`src/wdgt_pkg.sv`:
```
// Package of constants for the watchdog timer block
package wdgt_pkg;
   // -----------------------------------------------------------------
   // Register map
   // -----------------------------------------------------------------
   localparam logic [7:0]  WDGT_CTRL_IDX     = 8'h33;        // Control register index
   localparam logic [31:0] WDGT_CTRL_ADDR    = 32'h000000cc; // Byte address, index times four
   localparam logic [7:0]  WDGT_CTRL_RESET   = 8'h7f;        // Control reset value
   localparam int          WDGT_ACT_BIT      = 7;            // Activate bit position
   localparam int          WDGT_TOP_BIT      = 6;            // Counter top bit position
   localparam logic [6:0]  WDGT_CNT_EXPIRE   = 7'h40;        // Value just before expiry
   localparam logic [6:0]  WDGT_CNT_ONE      = 7'h01;        // Decrement step
   // -----------------------------------------------------------------
   // Timing
   // -----------------------------------------------------------------
   localparam int          WDGT_PRESCALE     = 16000;        // Machine cycles per count
   localparam logic [13:0] WDGT_PRE_LAST     = 14'(WDGT_PRESCALE - 1);
   localparam logic [13:0] WDGT_PRE_ONE      = 14'h0001;     // Prescaler step
   localparam int          WDGT_RST_NS       = 30000;        // Reset pulse length in ns
   localparam int          WDGT_CLK_NS       = 50;           // Clock period in ns
   localparam logic [9:0]  WDGT_RST_CYCLES   = 10'((WDGT_RST_NS + WDGT_CLK_NS - 1) / WDGT_CLK_NS);
   localparam logic [9:0]  WDGT_RST_ONE      = 10'h001;      // Reset counter step
   // -----------------------------------------------------------------
   // AHB encodings
   // -----------------------------------------------------------------
   localparam logic [1:0]  WDGT_HTRANS_NSEQ  = 2'h2;         // Nonsequential transfer
   localparam logic        WDGT_HRESP_OKAY   = 1'b0;         // Okay response
endpackage : wdgt_pkg

```
`src/wdgt_prescaler.sv`:
```
// Free-running machine-cycle prescaler for the watchdog timer
`timescale 1ns/1ps
module wdgt_prescaler (
   // Clock and reset
   input  wire logic clk,
   input  wire logic reset_n,
   // Tick out, one cycle every prescale period
   output logic      tick
);
   import wdgt_pkg::*;

   logic [13:0] preCnt_reg;   // Cycle count within the period
   logic [13:0] preCnt_next;  // Next cycle count
   logic        tick_reg;     // Registered tick
   logic        tick_next;    // Next tick

   // Never restarted by software, so refresh phase is unknown
   always_comb begin
      if (preCnt_reg == WDGT_PRE_LAST) begin
         preCnt_next = '0;
         tick_next   = 1'b1;
      end else begin
         preCnt_next = preCnt_reg + WDGT_PRE_ONE;
         tick_next   = 1'b0;
      end
   end

   // Register the prescaler
   always_ff @(posedge clk or negedge reset_n) begin
      if (!reset_n) begin
         preCnt_reg <= '0;
         tick_reg   <= 1'b0;
      end else begin
         preCnt_reg <= preCnt_next;
         tick_reg   <= tick_next;
      end
   end

   assign tick = tick_reg;
endmodule : wdgt_prescaler

```
`src/wdgt_watchdog_timer.sv`:
```
// Watchdog timer with AHB-Lite control register and reset generator
//
// Behaviour
// - Count decrements once every 16000 cycles
// - Active and 40h to 3Fh starts reset
// - Counter decrements even when not active
// - Inactive after reset; activate only set
// - Activate with top bit clear resets
// - Halt while active resets unless option
// - Hardware option forces always active
// - Timeout spread from free prescaler phase
// - Control register resets to 7Fh
//
// A write lands at the end of its data phase and wins over a
// prescaler tick in the same cycle, so a refresh never loses to
// an expiry that falls on the same edge.
// The block only requests a reset; the system reset that follows
// comes back on reset_n from the surrounding logic.
// The prescaler phase is never cleared by software, so the time
// to expiry after a refresh varies by up to one prescale period.
// Once active, any write with the top count bit clear is a
// software reset, with or without the hardware option.
`timescale 1ns/1ps
module wdgt_watchdog_timer (
   // Clock and reset
   input  wire logic        clk,
   input  wire logic        reset_n,
   // AHB-Lite slave
   input  wire logic        hsel,
   input  wire logic [31:0] haddr,
   input  wire logic [1:0]  htrans,
   input  wire logic        hwrite,
   input  wire logic [2:0]  hsize,
   input  wire logic [31:0] hwdata,
   input  wire logic        hready,
   output logic      [31:0] hrdata,
   output logic             hreadyout,
   output logic             hresp,
   // Option settings and CPU status
   input  wire logic        hwWatchdogOption,
   input  wire logic        halt_without_reset_option,
   input  wire logic        haltExecuted,
   // Reset request, active low
   output logic             wdgResetOut_n
);
   import wdgt_pkg::*;

   // -----------------------------------------------------------------
   // State
   // -----------------------------------------------------------------
   logic        tick;                  // Prescaler tick
   logic        watchdog_activate_reg; // Activate bit
   logic        watchdog_activate_next;
   logic [6:0]  count_reg;             // Countdown value
   logic [6:0]  count_next;
   logic        wrPend_reg;            // Write data phase pending
   logic        wrPend_next;
   logic        addrPhase;             // Valid address phase, any address
   logic        resetEvent;            // Any event that starts a pulse
   logic [31:0] hrdata_reg;            // Read data
   logic [31:0] hrdata_next;
   logic [9:0]  rstCnt_reg;            // Reset pulse remaining cycles
   logic [9:0]  rstCnt_next;
   logic        rstOut_n_reg;          // Registered reset output
   logic        rstOut_n_next;
   // Reset pulse generator states, one-hot
   typedef enum logic [1:0] {
      RST_IDLE  = 2'h1,   // Pin released, waiting for an event
      RST_PULSE = 2'h2    // Pin held low, counting down
   } wdgt_rst_state_t;
   wdgt_rst_state_t rstState_reg;  // Pulse generator state
   wdgt_rst_state_t rstState_next; // Next pulse generator state
   logic        active;                // Effective activation
   logic        addrHit;               // Address phase to control
   logic        expire;                // Countdown expiry event
   logic        swReset;               // Software reset event
   logic        haltReset;             // Halt reset event

   // Decode a valid address phase to the control word
   function automatic logic hitCtrl(input logic [31:0] a);
      hitCtrl = (a == WDGT_CTRL_ADDR);
   endfunction : hitCtrl

   // -----------------------------------------------------------------
   // Prescaler
   // -----------------------------------------------------------------
   wdgt_prescaler u_prescaler (
      .clk     (clk),
      .reset_n (reset_n),
      .tick    (tick)
   );

   // -----------------------------------------------------------------
   // Bus slave
   // -----------------------------------------------------------------
   // Only a selected, ready, nonsequential phase is taken
   assign addrPhase = hsel && hready && (htrans == WDGT_HTRANS_NSEQ);
   // Only the control word is mapped; other addresses are holes
   assign addrHit   = addrPhase && hitCtrl(haddr);

   // Latch address phase; zero-wait data phase; unmapped reads as zero
   always_comb begin
      wrPend_next = addrHit && hwrite;   // Write data follows next cycle
      hrdata_next = hrdata_reg;          // Held until the next read
      if (addrPhase && !hwrite) begin
         // Unmapped reads return zero
         hrdata_next = '0;
         if (addrHit) begin
            // Next values, so a write in its data phase is already seen
            hrdata_next = {24'h000000, watchdog_activate_next, count_next};
         end
      end
   end

   // Register the bus slave state
   always_ff @(posedge clk or negedge reset_n) begin
      if (!reset_n) begin
         wrPend_reg <= 1'b0;
         hrdata_reg <= '0;
      end else begin
         wrPend_reg <= wrPend_next;
         hrdata_reg <= hrdata_next;
      end
   end

   // -----------------------------------------------------------------
   // Watchdog core
   // -----------------------------------------------------------------
   // Hardware option forces active, activate bit then unused
   assign active = hwWatchdogOption || watchdog_activate_reg;

   // Written activate state, used for software reset detection
   assign swReset = wrPend_reg && (hwdata[WDGT_ACT_BIT] || active)
                    && !hwdata[WDGT_TOP_BIT];
   // Expiry when the counter passes 40h to 3Fh while active
   assign expire = active && tick && !wrPend_reg
                   && (count_reg == WDGT_CNT_EXPIRE);
   // Halt reset unless the option keeps the watchdog quiet
   assign haltReset = active && haltExecuted && !halt_without_reset_option;

   // Next count and activation
   always_comb begin
      watchdog_activate_next = watchdog_activate_reg;
      count_next             = count_reg;
      if (tick) begin
         count_next = count_reg - WDGT_CNT_ONE;
      end
      if (wrPend_reg) begin
         count_next = hwdata[WDGT_TOP_BIT:0];
         if (hwdata[WDGT_ACT_BIT]) begin
            watchdog_activate_next = 1'b1;
         end
      end
   end

   // Any of the three events starts or restarts the pulse
   assign resetEvent = expire || swReset || haltReset;

   // Reset pulse generator, retriggered by each new event
   always_comb begin
      rstState_next = rstState_reg;
      rstCnt_next   = rstCnt_reg;
      rstOut_n_next = 1'b1;
      case (rstState_reg)
         RST_IDLE: begin
            // Pin released until an event arrives
            if (resetEvent) begin
               rstState_next = RST_PULSE;
               rstCnt_next   = WDGT_RST_CYCLES;
               rstOut_n_next = 1'b0;
            end
         end
         RST_PULSE: begin
            // Pin held low while the count runs down
            rstOut_n_next = 1'b0;
            if (resetEvent) begin
               rstCnt_next = WDGT_RST_CYCLES;
            end else if (rstCnt_reg == WDGT_RST_ONE) begin
               rstState_next = RST_IDLE;
               rstCnt_next   = '0;
               rstOut_n_next = 1'b1;
            end else begin
               rstCnt_next = rstCnt_reg - WDGT_RST_ONE;
            end
         end
         default: begin
            // Illegal code, return to idle with the pin released
            rstState_next = RST_IDLE;
            rstCnt_next   = '0;
         end
      endcase
   end

   // Register the watchdog core
   always_ff @(posedge clk or negedge reset_n) begin
      if (!reset_n) begin
         watchdog_activate_reg <= WDGT_CTRL_RESET[WDGT_ACT_BIT];
         count_reg             <= WDGT_CTRL_RESET[WDGT_TOP_BIT:0];
      end else begin
         watchdog_activate_reg <= watchdog_activate_next;
         count_reg             <= count_next;
      end
   end

   // Register the reset pulse generator
   always_ff @(posedge clk or negedge reset_n) begin
      if (!reset_n) begin
         rstState_reg <= RST_IDLE;
         rstCnt_reg   <= '0;
         rstOut_n_reg <= 1'b1;
      end else begin
         rstState_reg <= rstState_next;
         rstCnt_reg   <= rstCnt_next;
         rstOut_n_reg <= rstOut_n_next;
      end
   end

   // -----------------------------------------------------------------
   // Outputs
   // -----------------------------------------------------------------
   assign hrdata        = hrdata_reg;
   assign hreadyout     = 1'b1;
   assign hresp         = WDGT_HRESP_OKAY;
   assign wdgResetOut_n = rstOut_n_reg;
endmodule : wdgt_watchdog_timer

```
`config.mk`:
```
export PLATFORM = sky130hd
export DESIGN_NAME = wdgt_watchdog_timer
export DESIGN_NICKNAME = d
export VERILOG_FILES = /design/src/wdgt_pkg.sv /design/src/wdgt_prescaler.sv /design/src/wdgt_watchdog_timer.sv
export SDC_FILE = /design/constraint.sdc
export NUM_CORES = 1
export LEC_CHECK = 0
export BUFFER_PORTS_ARGS = -buffer_cell sky130_fd_sc_hd__buf_2
export CAP_MARGIN = 0
export CORE_ASPECT_RATIO = 1.5
export CORE_MARGIN = 2
export CORE_UTILIZATION = 43
export DETAILED_ROUTE_END_ITERATION = 16
export PLACE_DENSITY_LB_ADDON = 0.1
export SLEW_MARGIN = 25
export SYNTH_ARGS = -nofsm -noshare
export SYNTH_HDL_FRONTEND = slang
export SYNTH_SLANG_ARGS = --single-unit
```
`constraint.sdc`:
```
create_clock -name clk -period 2.2 [get_ports clk]
set_clock_uncertainty 0.2 [all_clocks]
set_input_delay 0.66 -clock clk [delete_from_list [all_inputs] [get_ports clk]]
set_output_delay 0.66 -clock clk [all_outputs]
set_load 0.01 [all_outputs]
```
# Yosys cells after proc, flatten, opt, wreduce, memory -nomap -nowiden
# Cells that the tools add are included.
# word_totals
reg_bits	69
in_bits	77
output_inout_bits	35
elab_cells	62
# classes
n_addsub	3
eq_ne	10
n_mux	19
n_reduce_logical	21
# ops
operator	count
$eq A32 B8 Y1 const B	1
$mux W10	3
$pmux W10 S2	1
$add A14 B1 Y14 const B	1
$eq A14 B14 Y1 const B	1
$mux W14	1
$mux W7	2
$logic_and A1 B1 Y1	12
$eq A10 B1 Y1 const B	1
$sub A10 B1 Y10 const B	1
$mux W8	1
$eq A7 B7 Y1 const B	1
$sub A7 B1 Y7 const B	1
$mux W1	6
$mux W2	3
$ne A2 B2 Y1 const B	3
$eq A2 B2 Y1 const B	2
$logic_not A1 Y1	4
$logic_or A1 B1 Y1	4
$pmux W2 S2	1
$reduce_and A3 Y1	1
$eq A2 B1 Y1 const B	1
$pmux W1 S2	1

# Depth between registers and ports, before layout
# Gate-level depths: netlist of run 1.
# depth
depth_word	8
mapped_depth	8
mapped_depth_nobuf	7

# Cells and area by module
# From an unflattened synthesis of run 1, not the netlist that was laid out.
# unflattened
cells_unflattened	283
hier_area_um2	2765.2
# by_module_without_submodules
mod	instances	cells_per_inst	area_each_um2	seq_area_each_um2
wdgt_watchdog_timer	1	214	2025.7	762.0
wdgt_prescaler	1	69	739.5	375.4

# Worst setup path before layout of run 1
# No wires, ideal clock.
# synth_path
path_kind	flip-flop to flip-flop
startpoint	register rstCnt_reg[1]
endpoint	register rstCnt_reg[3]
setup_time_ns	0.126
arrival_time_ns	1.847
required_ns	1.874
slack_ns	0.028
path_stages_with_launch	8
n_path_buf	0
synth_period_minus_slack_ns	2.172
path_cell_list	dfrtp_1 > inv_1 > ha_1 > or4b_1 > o31ai_2 > nor2_1 > a211oi_1 > o2bb2ai_1
# synth_via
elab_chain_len	4
word_cells_on_any_way	5
cone_classes	1 x add/sub; 1 x eq/ne; 3 x mux
# synth_lines
item	line_no	source
start, declared	wdgt_watchdog_timer.sv:62	logic [9:0] rstCnt_reg;
start signal, assigned	wdgt_watchdog_timer.sv:213	rstCnt_reg <= rstCnt_next;
$sub A10 B1 Y10 or $eq A10 B1 Y1 (tied branches)	wdgt_watchdog_timer.sv:183, wdgt_watchdog_timer.sv:178	
$mux W10 *	wdgt_watchdog_timer.sv:178	end else if (rstCnt_reg == WDGT_RST_ONE) begin
$mux W10 *	wdgt_watchdog_timer.sv:176	if (resetEvent) begin
$pmux W10 S2 *	wdgt_watchdog_timer.sv:164	case (rstState_reg)
# Mark *: on every way between the ends. The rest lies on a longest branch, timed or not.
# A chain may end at the register's enable or synchronous reset.

# Final worst setup path of run 1
# layout_path
startpoint	register rstCnt_reg[1]
endpoint	register rstCnt_reg[7]
# The elaborated chain is that of the path after synthesis.

==> key figures, run 1 <==
Finish
  – Nets: 439
  – Fraction of final layout cells sized beyond drive strength 1: 0.350
  – Final Cell Area: 3290 sq um
  – Antenna cells: 0
  – P&R area growth vs syn: 26.4%
  – Largest register FFs: 14

Run status
  – Status: finished, violations left
  – Violated checks: negative setup slack

Critical path
  – Max stage delay on crit path: between 500 and 600 ps
  – CP Max Fanout: 3
  – Req. time, crit path: approximately 2200 ps
  – WP buf/inv: 1
  – Critical path arrival: roughly 2200 ps
  – Slowest CP cell: or4_4
  – CP startpoint kind: flop
  – Crit-path cells: buf_4 -> or4_4 -> or3_4 -> or4_1 -> a21oi_1
  – CP top delay family: simple AND/OR/NAND/NOR gates
  – Setup crit end kind: flop
  – Setup CP Type: flop to flop

Timing
  – Final setup margin: -6.79 ps
  – Final Max Tran Viols: 0
  – Setup TNS: -6.79 ps
  – FMAX: 453 MHz
  – Hold WS: 92.6 ps
  – RSZ-0062 raised after global routing: yes
  – Setup Viol. Count Final: 1
  – Final Hold Viols: 0
  – Final Cycle Share: 1.00
  – Final min period: 2210 ps

Clock network
  – Clk_lat worst skew: roughly 300 ps
  – Reg clk slew, reported paths: 90 ps
  – Number of H-tree levels: 2
  – Clock sinks: 45
  – CTS tree: yes
  – Max Buffers Root-to-Sink: 2
  – Num CTS Buffers: 5
  – CTS root buffer: clkbuf_8

Floorplanning
  – Die Wd: 67.5 um
  – I/O pin count: between 100 and 150
  – Placement row count: 34
  – Die H: roughly 99 um
  – Die area: 6700 sq um
  – Core Area: 5830 sq um
  – Starting Density: 0.446

Logic synthesis
  – Synth Register Bits: 45
  – Ys flop type: dfrtp_1
  – Yosys warning count: 0
  – Mapped Cells: 274
  – Share of synthesized registers carrying an async set or reset: 1.00
  – Most frequent cell after synthesis: dfrtp_1
  – Mapped Avg Cell Area: between 9 and 10 sq um
  – Share of the synthesized area in the top cell type: 0.346
  – Top cells by area, synth: dfrtp_1 (35%), dfstp_2 (9.1%), buf_4 (7.8%)
  – Synth cell types: between 50 and 60
  – Biggest area consumer among synthesized cells: dfrtp_1
  – EDFF count, synth: 0
  – Synthesized area: 2600 sq um
  – Synth cell count leaders: dfrtp_1 (36), buf_4 (27), nand2_1 (22), nor2_1 (19), inv_1 (13)
  – Sequential share of the synthesized area: 0.437

Placed design
  – Port-buffer cells: 58
  – Hpwl dp: 4290 um
  – Place WS: -206 ps
  – Final GP Congestion: slightly below 0.8
  – Area after DPL: 3040 sq um

Flow run
  – Maxcap violations: 0

Power
  – Total power: 2.44 mW
  – Maximum VDD drop: around 0.42 mV
  – Power per Cell Area: 743 nW/um^2
  – Leakage power: 1.52 nW

Global route
  – Largest net degree at the start of global routing: 29
  – Initial antenna violation count: 0
  – GRT Util Overall: 0.175
  – Global-route wire length before repair: 9200 um
  – Vias in the first global route: 2149
  – Congestion Overflow GR: 0

Route
  – Drt first pass iters: 4
  – Routed wire length: ~5500 um
  – First-iteration detailed-routing DRC count: 50
  – Post-DR vias/cell: between 5 and 6
  – Drt drc: 0
  – WL per Instance: 12.9 um
  – Via count: roughly 2.2k
  – Routed Antenna Nets: 0

Hold path
  – Hold Path Class: input port to async pin
-- path summary, 6_finish.rpt --
path,startpoint,end,slack (ps),depth (start not counted)
max in group asynchronous,reset_n,count_reg[2]$_DFF_PN1_,1150,2
worst min register to register,hrdata[7]$_DFFE_PN0P_,hrdata[7]$_DFFE_PN0P_,280,2
min in group clk,hrdata[7]$_DFFE_PN0P_,hrdata[7]$_DFFE_PN0P_,280,2
worst min-delay path,reset_n,hrdata[1]$_DFFE_PN0P_,90,1
worst max register to register,rstCnt_reg[1]$_DFFE_PN0P_,rstCnt_reg[7]$_DFFE_PN0P_,-7,5
worst max-delay path,rstCnt_reg[1]$_DFFE_PN0P_,rstCnt_reg[7]$_DFFE_PN0P_,-7,5
-- kinds of logic (layout without fill, tap and decap cells) --
kind of cell             count (synthesis)  after routing  synth area share
buffers and inverters                   48            107             0.109
multiplexers                             1              1           0.00385
AO/OA/AOI/OAI                           57             57             0.158
flip-flops                              45             45             0.437
other                                    2             26           0.00289
AND/OR/NAND/NOR                        100            100             0.210
adder cells (fa/ha/maj)                  6              6            0.0289
XOR/XNOR                                15             15            0.0505
-- per-layer routing --
| layer | wire length (um) | track usage | vias up |
|---|---|---|---|
| met5 | 0 | 0 | - |
| met4 | 91 | 0.0612 | 0 |
| met3 | 271 | 0.0260 | 5 |
| met2 | 3100 | 0.330 | 67 |
| met1 | 2090 | 0.190 | 1058 |
| li1 | - | - | 1083 |
-- what timing repair did --
item                                    CTS  global route
endpoints found under the setup margin    9            16
setup buffers                             5             0
hold endpoints to repair                  0             0
resized for setup                         5            20
hold buffers                              0             0
pin swaps                                 3             5
-- layout by cell type (no fill, tap or decap), types with 4 or more instances in the layout --
cell type	count
a21oi_1	10
a22o_1	4
buf_2	58
buf_4	23
clkbuf_8	5
conb_1	26
dfrtp_1	36
dfstp_2	9
ha_1	4
inv_1	10
nand2_1	22
nand2b_1	8
nand3_1	4
nand4_1	4
nor2_1	17
nor3_1	7
nor4_1	7
o21ai_0	11
o21ai_1	6
o22ai_1	4
xnor2_1	7
xor2_1	8
-- per-stage QoR --
| stage | instances | utilization |
|---|---|---|
| finish | 429 | 0.564 |
| global route | 429 | 0.564 |
| CTS | 429 | 0.550 |
| detailed placement | 416 | 0.521 |
| global placement | 416 | 0.521 |
| floorplan | 298 | - |
-- cell type report --
class,count,area [sq um]
multi-input cells,205,1370
clock inverters,2,35.0
inverters,13,48.8
flip-flops and latches,45,1140
fillers,534,2540
clock buffers,6,72.6
repair buffers,86,537
well taps,72,90.1
-- report_power, final --
part           internal, mW  leakage [nW]  total, mW  switching, mW
clock                 0.337        0.0552      0.611          0.274
sequential            0.906         0.575      0.963         0.0564
combinational         0.380         0.885      0.871          0.490
No activity file was read; power rests on OpenSTA's default activity.
==> run 2, diff against run 1 <==
--- a/config.mk
+++ b/config.mk
@@ -12,6 +12,7 @@
 export CORE_UTILIZATION = 43
 export DETAILED_ROUTE_END_ITERATION = 16
 export PLACE_DENSITY_LB_ADDON = 0.1
+export RECOVER_POWER = 100
 export SLEW_MARGIN = 25
 export SYNTH_ARGS = -nofsm -noshare
 export SYNTH_HDL_FRONTEND = slang
==> key figures, run 2 (synthesized netlist as in run 1, its figures left out) <==
Placed design
  – Hpwl dp: 4290 um (unchanged)
  – Final GP Congestion: 0.788 (unchanged)
  – Area after DPL: 3040 sq um (unchanged)
  – Place WS: -206 ps (unchanged)
  – Port-buffer cells: 58 (unchanged)
  – Dpl cells: 416 (unchanged)

Critical path
  – R2r endpoint: rstCnt_reg[7]$_DFFE_PN0P_
  – Setup crit end kind: flop
  – Reg2Reg Launch Point: rstCnt_reg[1]$_DFFE_PN0P_
  – CP Max Fanout: 3 (unchanged)
  – CP startpoint kind: flop
  – R2R cell count: 5 (unchanged)
  – Req. time, crit path: 2220 ps (about the same)
  – Setup CP Type: flop to flop
  – Critical path arrival: 2230 ps (about the same)
  – Reg2Reg Setup Slack: -7 ps (about the same)

Route
  – First-iteration detailed-routing DRC count: 76 (+52%)
  – Via count: 2216 (+0.14%)
  – Routed Antenna Nets: 0 (unchanged)
  – Drt drc: 0 (unchanged)
  – Drt first pass iters: 4 (unchanged)
  – WL per Instance: 12.9 um (-0.32%)
  – Post-DR vias/cell: 5.17 (+0.14%)
  – Routed wire length: 5530 um (-0.32%)

Clock network
  – Clk_lat worst skew: 300 ps (about the same)
  – CTS tree: yes
  – CTS root buffer: clkbuf_8
  – Hold Buf Count CTS: 0 (unchanged)
  – Number of H-tree levels: 2 (unchanged)
  – Num CTS Buffers: 5 (unchanged)
  – Max Buffers Root-to-Sink: 2 (unchanged)
  – Reg clk slew, reported paths: 90 ps (about the same)
  – Clock sinks: 45 (unchanged)

Run status
  – Violated checks: negative setup slack
  – Status: finished, violations left

Finish
  – Area taken by multi-input logic gates: 1360 sq um (-0.82%)
  – P&R area growth vs syn: 24.9%
  – Fraction of final layout cells sized beyond drive strength 1: 0.311 (-0.0392)
  – Fill cell count: 546 (+2.2%)
  – Largest register FFs: 14 (unchanged)
  – Fin cells: 429 (unchanged)
  – Reg area: 1140 sq um (unchanged)
  – Nets: 439 (unchanged)
  – Final Cell Area: 3250 sq um (-1.2%)
  – Most frequent cells in the layout: buf_2 (48), dfrtp_1 (36), conb_1 (26)
  – Most common cell after layout, fill and taps aside: buf_2
  – Antenna cells: 0 (unchanged)
  – Finished Core Util: 0.558 (-0.00666)

Timing
  – FMAX: 453 MHz (unchanged)
  – Setup Viol. Count Final: 1 (unchanged)
  – Final Cycle Share: 1.00 (about the same)
  – Final Max Tran Viols: 0 (unchanged)
  – Hold WS: 278 ps (+185 ps)
  – Setup TNS: -6.79 ps (-0.000220 ps)
  – Final Hold Viols: 0 (unchanged)
  – RSZ-0062 raised after global routing: yes
  – Final setup margin: -6.79 ps (-0.000220 ps)
  – Least-Margin Pin Slew: 934 ps
  – Final min period: 2210 ps (+0.000220 ps)
  – Max-slew headroom: 0.377

Global route
  – Global-route wire length before repair: 9200 um (unchanged)
  – GRT Util Overall: 0.175 (unchanged)
  – Congestion Overflow GR: 0 (unchanged)
  – Vias in the first global route: 2149 (unchanged)
  – Initial antenna violation count: 0 (unchanged)
  – Largest net degree at the start of global routing: 29 (unchanged)

Hold path
  – Hold Path Class: input port to async pin

Floorplanning
  – Starting Density: 0.446 (unchanged)
  – Die Wd: 67.5 um (unchanged)
  – Core Area: 5830 sq um (unchanged)
  – I/O pin count: 112 (unchanged)
  – Placement row count: 34 (unchanged)
  – Die area: 6700 sq um (unchanged)
  – Die H: 99.3 um (unchanged)

Power
  – Power per Cell Area: 749 nW/um^2 (+0.77%)
  – Total power: 2.43 mW (-0.42%)
  – Leakage power: 1.46 nW (-3.3%)
  – Maximum VDD drop: 0.415 mV (-0.50%)

Flow run
  – Maxcap violations: 0 (unchanged)
run 2: worst max-delay path: stages (launching register included):
cell	delay (ps)
dfrtp_1	390
buf_4	140
or4_4	530
or3_4	340
or4_1	400
a21oi_1	130
run 2: area by class of cell:
class,count,area share
Clock inverter,2,0.0108
Timing Repair Buffer,86,0.157
Clock buffer,6,0.0223
Tap cell,72,0.0277
Inverter,13,0.0150
Sequential cell,45,0.350
Multi-Input combinational cell,205,0.417
run 2: layer usage:
layer  vias to the layer above  part of all wire  global-route usage
met5                         -                 0                   0
met4                         0             0.016              0.0612
met3                         5             0.046              0.0260
met2                        66              0.56               0.330
met1                      1063              0.38               0.190
li1                       1082                 -                   -
run 2: report_power, final:
group	internal, mW	switching (mW)	total (mW)
sequential	0.906	0.0565	0.962
clock	0.337	0.273	0.610
combinational	0.374	0.487	0.862
run 2: worst max-delay path by stage:
| stage | from | end | slack [ps] | cells after the start |
|---|---|---|---|---|
| after global placement | haddr[18] | hrdata[1]$_DFFE_PN0P_ | -180 | 6 |
| final | rstCnt_reg[1]$_DFFE_PN0P_ | rstCnt_reg[7]$_DFFE_PN0P_ | -7 | 5 |
| after global routing | rstCnt_reg[1]$_DFFE_PN0P_ | rstCnt_reg[7]$_DFFE_PN0P_ | -60 | 5 |
| after CTS | rstCnt_reg[1]$_DFFE_PN0P_ | rstCnt_reg[7]$_DFFE_PN0P_ | 1 | 5 |
| after floorplan | rstCnt_reg[1]$_DFFE_PN0P_ | rstCnt_reg[3]$_DFFE_PN0P_ | 30 | 7 |
| after detailed placement | haddr[18] | hrdata[4]$_DFFE_PN0P_ | -210 | 6 |
run 2: repair_timing:
item / CTS / global route
resized for setup: 5 / 20
buffers inserted: 5 / 0
pin swaps: 3 / 5
setup endpoints to repair: 9 / 16
